[config.mk]
export PLATFORM = sky130hd
export DESIGN_NAME = pdc3_ctrl
export DESIGN_NICKNAME = d
export VERILOG_FILES = /design/src/rtl/pdc3_pkg.sv /design/src/rtl/pdc3_pin_mode.sv /design/src/rtl/pdc3_ctrl.sv
export SDC_FILE = /design/constraint.sdc
export NUM_CORES = 1
export LEC_CHECK = 0
export BUFFER_PORTS_ARGS = -buffer_cell sky130_fd_sc_hd__buf_2
export CORE_MARGIN = 8
export CORE_UTILIZATION = 38
export DETAILED_ROUTE_END_ITERATION = 12
export PLACE_DENSITY = 0.94
export SLEW_MARGIN = 20
export SYNTH_ARGS = -nofsm -noshare
export SYNTH_HDL_FRONTEND = slang
export SYNTH_SLANG_ARGS = --single-unit
[constraint.sdc]
create_clock -name clk_i -period 1.5 [get_ports clk_i]
set_input_delay 0.3 -clock clk_i [delete_from_list [all_inputs] [get_ports clk_i]]
set_output_delay 0.3 -clock clk_i [all_outputs]
set_load 0.02 [all_outputs]
[src/rtl/pdc3_pkg.sv]
// Package for the peripheral disable control register 3 block.
// Assumes a single 250 MHz clock domain and a plain register port.
package pdc3_pkg;
   localparam int PDC3_ADDR_W = 4;
   localparam logic [3:0] PDC3_OFF_CTRL = 4'h0;
   localparam logic [15:0] PDC3_CTRL_RESET = 16'h0000;
   localparam logic [15:0] PDC3_CTRL_MASK = 16'hF003;
   localparam int PDC3_BIT_T9 = 15;
   localparam int PDC3_BIT_T8 = 14;
   localparam int PDC3_BIT_T7 = 13;
   localparam int PDC3_BIT_T6 = 12;
   localparam int PDC3_BIT_TW2 = 1;
   localparam int PDC3_BIT_AD2 = 0;
   localparam int PDC3_NPINS = 16;

   typedef struct packed {
      logic timer_nine_off;
      logic timer_eight_off;
      logic timer_seven_off;
      logic timer_six_off;
      logic second_twowire_off;
      logic second_converter_off;
   } pdc3_off_t;
endpackage

[src/rtl/pdc3_pin_mode.sv]
// Per-pin analog or digital mode for pins shared with the converters.
// Assumes the configuration vectors come from registers in the same domain.
`timescale 1ns/1ps
`default_nettype none
module pdc3_pin_mode
   import pdc3_pkg::*;
#(
   parameter int NPINS = PDC3_NPINS
) (
   input wire logic [NPINS-1:0] cfg1_i,
   input wire logic [NPINS-1:0] cfg2_i,
   input wire logic conv2_off_i,
   output logic [NPINS-1:0] analog_o
);
   genvar g;
   generate
      for (g = 0; g < NPINS; g++) begin : g_pin
         // A cleared bit in either enabled converter selects analog
         assign analog_o[g] = ~cfg1_i[g] | (~cfg2_i[g] & ~conv2_off_i);
      end
   endgenerate
endmodule
`default_nettype wire

[src/rtl/pdc3_ctrl.sv]
// Peripheral disable control register 3 with its per-module disables.
// Assumes a single-cycle register port with read data one cycle later.
`timescale 1ns/1ps
`default_nettype none
// What this block does
// - Bit 14 set disables the eighth timer, clear keeps it enabled.
// - Bit 12 set disables the sixth timer, clear keeps it enabled.
// - Bits 11 to 2 read as zero and ignore writes.
// - Bit 1 set disables the second two-wire controller.
// - Bit 0 set disables the second converter.
// - A disabled second converter ignores its pin analog settings.
// - Pins shared with a disabled second converter follow only the first converter's analog bit.
// - A cleared analog bit in either enabled converter makes the pin analog.
module pdc3_ctrl
   import pdc3_pkg::*;
#(
   parameter int NPINS = PDC3_NPINS
) (
   input wire logic clk_i,
   input wire logic resetn_i,
   input wire logic [PDC3_ADDR_W-1:0] addr_i,
   input wire logic [15:0] wdata_i,
   input wire logic wr_i,
   input wire logic rd_i,
   input wire logic [NPINS-1:0] cfg1_i,
   input wire logic [NPINS-1:0] cfg2_i,
   output logic [15:0] rdata_o,
   output pdc3_off_t off_o,
   output logic [NPINS-1:0] pin_analog_o
);
   ////////////////////////////////////////////////////////////////////
   logic [15:0] ctrl_ff;
   logic [NPINS-1:0] nxt_analog;
   logic ctrl_hit;

   assign ctrl_hit = (addr_i == PDC3_OFF_CTRL);

   // Unimplemented bits are masked so they never hold state
   always_ff @(posedge clk_i or negedge resetn_i) begin
      if (!resetn_i) begin
         ctrl_ff <= PDC3_CTRL_RESET;
      end else if (wr_i && ctrl_hit) begin
         ctrl_ff <= wdata_i & PDC3_CTRL_MASK;
      end
   end

   // Unmapped addresses read as zero
   always_ff @(posedge clk_i or negedge resetn_i) begin
      if (!resetn_i) begin
         rdata_o <= 16'h0000;
      end else if (rd_i && ctrl_hit) begin
         rdata_o <= ctrl_ff;
      end else begin
         rdata_o <= 16'h0000;
      end
   end

   // Disables come from the register itself, so they follow a write
   always_comb begin
      off_o.timer_nine_off = ctrl_ff[PDC3_BIT_T9];
      off_o.timer_eight_off = ctrl_ff[PDC3_BIT_T8];
      off_o.timer_seven_off = ctrl_ff[PDC3_BIT_T7];
      off_o.timer_six_off = ctrl_ff[PDC3_BIT_T6];
      off_o.second_twowire_off = ctrl_ff[PDC3_BIT_TW2];
      off_o.second_converter_off = ctrl_ff[PDC3_BIT_AD2];
   end

   ////////////////////////////////////////////////////////////////////
   pdc3_pin_mode #(.NPINS(NPINS)) u_pin_mode (
      .cfg1_i(cfg1_i),
      .cfg2_i(cfg2_i),
      .conv2_off_i(ctrl_ff[PDC3_BIT_AD2]),
      .analog_o(nxt_analog)
   );

   // Registered so the pin mode lags the register by one cycle
   always_ff @(posedge clk_i or negedge resetn_i) begin
      if (!resetn_i) begin
         pin_analog_o <= '0;
      end else begin
         pin_analog_o <= nxt_analog;
      end
   end

   ////////////////////////////////////////////////////////////////////
   a_write_stores: assert property (@(posedge clk_i) disable iff (!resetn_i)
      (wr_i && ctrl_hit) |=> ctrl_ff == ($past(wdata_i) & PDC3_CTRL_MASK))
      else $error("write not stored");
   a_unimpl_zero: assert property (@(posedge clk_i) disable iff (!resetn_i)
      rdata_o[11:2] == 10'h000)
      else $error("unimplemented bits read nonzero");
   a_read_back: assert property (@(posedge clk_i) disable iff (!resetn_i)
      (rd_i && ctrl_hit && !wr_i) |=> rdata_o == $past(ctrl_ff))
      else $error("read data wrong");
   a_timer_nine: assert property (@(posedge clk_i) disable iff (!resetn_i)
      (wr_i && ctrl_hit) |=> off_o.timer_nine_off == $past(wdata_i[15]))
      else $error("timer nine disable wrong");
   a_timer_eight: assert property (@(posedge clk_i) disable iff (!resetn_i)
      (wr_i && ctrl_hit) |=> off_o.timer_eight_off == $past(wdata_i[14]))
      else $error("timer eight disable wrong");
   a_timer_seven: assert property (@(posedge clk_i) disable iff (!resetn_i)
      (wr_i && ctrl_hit) |=> off_o.timer_seven_off == $past(wdata_i[13]))
      else $error("timer seven disable wrong");
   a_timer_six: assert property (@(posedge clk_i) disable iff (!resetn_i)
      (wr_i && ctrl_hit) |=> off_o.timer_six_off == $past(wdata_i[12]))
      else $error("timer six disable wrong");
   a_twowire_off: assert property (@(posedge clk_i) disable iff (!resetn_i)
      (wr_i && ctrl_hit) |=> off_o.second_twowire_off == $past(wdata_i[1]))
      else $error("two-wire disable wrong");
   a_conv_off: assert property (@(posedge clk_i) disable iff (!resetn_i)
      (wr_i && ctrl_hit) |=> off_o.second_converter_off == $past(wdata_i[0]))
      else $error("converter disable wrong");
   a_pin_digital: assert property (@(posedge clk_i) disable iff (!resetn_i)
      ctrl_ff[0] |=> pin_analog_o == ~$past(cfg1_i))
      else $error("pin mode ignores disabled converter");
   a_pin_analog: assert property (@(posedge clk_i) disable iff (!resetn_i)
      !ctrl_ff[0] |=> pin_analog_o == ~($past(cfg1_i) & $past(cfg2_i)))
      else $error("pin analog mode wrong");
endmodule
`default_nettype wire

# [Yosys cells after proc, flatten, opt, wreduce, memory -nomap -nowiden]
# Cells that the tools add are included.
[totals] input_bits=56 wordCells=72 output_inout_bits=38 regBits=38
[classes] n_mux=1 n_reduce_logical=3 bitwise_logic=65
[op_table] cell="$not A1 Y1" n=33
[op_table] cell="$and A1 B1 Y1" n=16
[op_table] cell="$mux W16" n=1
[op_table] cell="$or A1 B1 Y1" n=16
[op_table] cell="$logic_not A4 Y1" n=1
[op_table] cell="$logic_and A1 B1 Y1" n=2

# [Logic depth before layout (Yosys ltp)]
[logic_depth] ltp_word=3 ltp_mapped=3 depth_no_buf=3

# [Hierarchy]
# Synthesis repeated with hierarchy kept, for this count alone.
[hier_totals] hier_cells=70 hier_area_um2=1053.5
[modules_own_cells] module="pdc3_ctrl" seq_area_each_um2=700.7 area_each_um2=924.6 cells_per_inst=53 n_inst=1
[modules_own_cells] module="pdc3_pin_mode" seq_area_each_um2=0.0 area_each_um2=128.9 cells_per_inst=17 n_inst=1

# [Worst setup path after synthesis]
# Ideal clock, no wire load.
[synth_timing] path_type="in2reg" start="input port addr_i[3]" end="register ctrl_ff[0]" setup_time_ns=0.125 path_slack_ns=0.311 t_required_ns=1.375 path_stages=3 path_buffers=0 arrival_time_ns=1.064 path_cell_list="nor4_4 > nand2_4 > mux2_2"
[synth_between] elab_chain_len=2
[synth_rtl] item="start, declared" line_no="pdc3_ctrl.sv:21" source="input wire logic [PDC3_ADDR_W-1:0] addr_i,"
[synth_rtl] item="$logic_not A4 Y1" line_no="pdc3_ctrl.sv:36" source="assign ctrl_hit = (addr_i == PDC3_OFF_CTRL);"
[synth_rtl] item="$logic_and A1 B1 Y1" line_no="pdc3_ctrl.sv:42" source="end else if (wr_i && ctrl_hit) begin"
[synth_rtl] item="end signal, assigned" line_no="pdc3_ctrl.sv:43" source="ctrl_ff <= wdata_i & PDC3_CTRL_MASK;"
[synth_rtl] item="end, declared" line_no="pdc3_ctrl.sv:32" source="logic [15:0] ctrl_ff;"
# Every way passes these cells.
# A chain may end at the register's enable or synchronous reset.

# [Worst setup path in the final report]
[layout_timing] start="register ctrl_ff[0]" end="output port off_o[0] (netlist bit)"
[layout_rtl] item="end, declared" line_no="pdc3_ctrl.sv:28" source="output pdc3_off_t off_o,"
# No word-level cell between the ends.

==> results.sh <==
export IMPL_synth_area_um2=1016
export IMPL_crit_chain="buf_2"
export IMPL_drive_gt1_share_pct=62.84
export IMPL_synth_xor_area_share_pct=0
export IMPL_grt_max_degree=29
export IMPL_max_slew_margin_pct=60.78
export IMPL_hold_violations=0
export IMPL_die_w_um=67.71
export IMPL_setup_slack_ns=0.1635
export IMPL_start_util_pct=40.64
export IMPL_diodes=0
export IMPL_cts_tree="done"
export IMPL_gr_total_overflow=0
export IMPL_cts_setup_buffers=0
export IMPL_syn_to_final_growth_pct=40.52
export IMPL_syn_inst=71
export IMPL_crit_slowest_cell="dfrtp_1"
export IMPL_hold_ws_ns=0.1358
export IMPL_dieArea_um2=4584
export IMPL_finalSetupViolCount=0
export IMPL_endpoint="off_o[0]"
export IMPL_critPathLaunchType="flip-flop"
export IMPL_muxShareOfSynthArea_pct=6.650
export IMPL_endpoint_kind="output pin"
export IMPL_regToRegSetupSlack_ns=0.50
export IMPL_fmaxAchievable_mhz=748.2
export IMPL_critPathRequiredTime_ns=1.20
export IMPL_drv_cap=0
export IMPL_instances_no_fill=178
export IMPL_critical_path_buf_inv_count=1
export IMPL_layout_common_cells="buf_2, dfrtp_1, o21ai_0"
export IMPL_dp_hpwl_um=2355
export IMPL_placed_cell_area_um2=1381
export IMPL_clock_sinks=28
export IMPL_wl_per_cell_um=15.46
export IMPL_min_period_over_period_pct=89.10
export IMPL_ant_nets=0
export IMPL_synth_seq_area_share_pct=68.97
export IMPL_crit_cells=1
export IMPL_clkTransAtPathRegs_ns=0.14
export IMPL_io_buffer_count=73
export IMPL_worst_pin_slew_ns=0.5883
export IMPL_num_rows=18
export IMPL_syn_area_per_cell_um2=14.31
export IMPL_reg2reg_depth=2
export IMPL_via_per_inst=4.455
export IMPL_synthSimpleGateAreaFrac_pct=7.635
export IMPL_cts_inserted_buffers=3
export IMPL_worst_path_max_fanout=9
export IMPL_grt_pass1_wl_um=4202
export IMPL_die_h_um=67.71
export IMPL_critPathKind="flip-flop to output pin"
export IMPL_firstDrtPassIters=4
export IMPL_synth_cell_types=9
export IMPL_ioPinCount=94
export IMPL_clockRootBuffer="clkbuf_4"
export IMPL_clockBufferDepth=2
export IMPL_final_util_pct=57.11
export IMPL_worstReg2RegEnd="pin_analog_o[0]"
export IMPL_reg2reg_from="ctrl_ff[0]"
export IMPL_fin_worst_skew_ns=0.0009179
export IMPL_ys_ff_latch=28
export IMPL_synth_compound_area_share_pct=7.882
export IMPL_synth_top_family_by_area="buffers and inverters"
export IMPL_cp_arrival_ns=1.04
export IMPL_core_area_um2=2500
export IMPL_place_ws_ns=0.1860
export IMPL_powerDensity_nw_per_um2=1134
export IMPL_track_usage_pct=11.89
export IMPL_grt_pass1_vias=933
export IMPL_finalMaxSlewViolations=0
export IMPL_gp_congestion=0.7286
export IMPL_dp_cells=173
export IMPL_final_net_count=205
export IMPL_critical_path_top_delay_family="flip-flops"
export IMPL_setup_tns_ns=0
export IMPL_drtIter0Drc=20
export IMPL_hold_class="primary input to flip-flop"
export IMPL_drc=0
export IMPL_wirelength_um=2752
export IMPL_leakage_nw=0.7747
export IMPL_vdd_drop_max_uv=550.9
export IMPL_power_total_mw=1.619
export IMPL_insertion_delay_ns=0.31
export IMPL_synth_warning_count=0
export IMPL_fin_area_um2=1428
export IMPL_mostFrequentLayoutCell="buf_2"
export IMPL_antenna_found_initial=0
export IMPL_status="completed"
export IMPL_post_route_min_period_ns=1.336
export IMPL_max_stage_delay_ns=0.50
export IMPL_rsz0062_at_grt="no"
export IMPL_critPathLaunch="ctrl_ff[0]"
export IMPL_dr_total_vias=793
export IMPL_cts_htree_levels=1
export IMPL_synth_fa_ha_area_share_pct=0
==> state kept, by name, indices dropped and copies added, names as in the netlist <==
| register | flops |
|---|---|
| rdata_o | 6 |
| pin_analog_o | 16 |
| ctrl_ff | 6 |
==> metal layers <==
| metal | share of wire, % | global-route usage, % | vias to the layer above |
|---|---|---|---|
| li1 | - | - | 376 |
| met1 | 34 | 11.81 | 366 |
| met4 | 1.7 | 6.527 | 0 |
| met5 | 0 | 0 | - |
| met3 | 11 | 2.483 | 4 |
| met2 | 54 | 22.37 | 47 |
==> how the worst min path moves through the flow <==
stage,start,to,cells past startpoint
6_report,cfg2_i[9],pin_analog_o[9],2
5_1_grt,cfg2_i[5],pin_analog_o[5],2
4_1_cts,cfg2_i[9],pin_analog_o[9],2
3_5_place_dp,resetn_i,rdata_o[12],1
3_3_place_gp,resetn_i,rdata_o[13],1
2_1_floorplan,resetn_i,ctrl_ff[0],0
==> logic make-up after synthesis <==
family | after synthesis
flip-flops | 28
AO/OA/AOI/OAI | 16
buffers and inverters | 12
AND/OR/NAND/NOR | 8
multiplexers | 6
other | 1
==> synth_stat cells <==
cell type,count,area (um2)
clkbuf_1,1,3.750
buf_4,11,82.58
conb_1,1,3.750
and3_2,6,45.04
dfrtp_1,28,700.7
nand2_4,1,11.26
mux2_2,6,67.56
o21ai_0,16,80.08
nor4_4,1,21.27
==> report_power, final <==
group	leakage (nW)	switching (mW)	internal [mW]
Clock	0.0210	0.205	0.148
Combinational	0.425	0.239	0.147
Sequential	0.328	0.0449	0.835
==> cell type report <==
type | count | area (um2)
fillers | 227 | 1072
flip-flops and latches | 28 | 700.7
repair buffers | 76 | 390.4
multi-input cells | 40 | 262.8
well taps | 30 | 37.54
clock buffers | 4 | 36.28
==> timing repair <==
action	in CTS	in global routing
setup endpoints to repair	0	0
hold buffers	1	0
hold endpoints to repair	28	0
gates resized for setup	0	0
No activity file was read; power rests on OpenSTA's default activity.
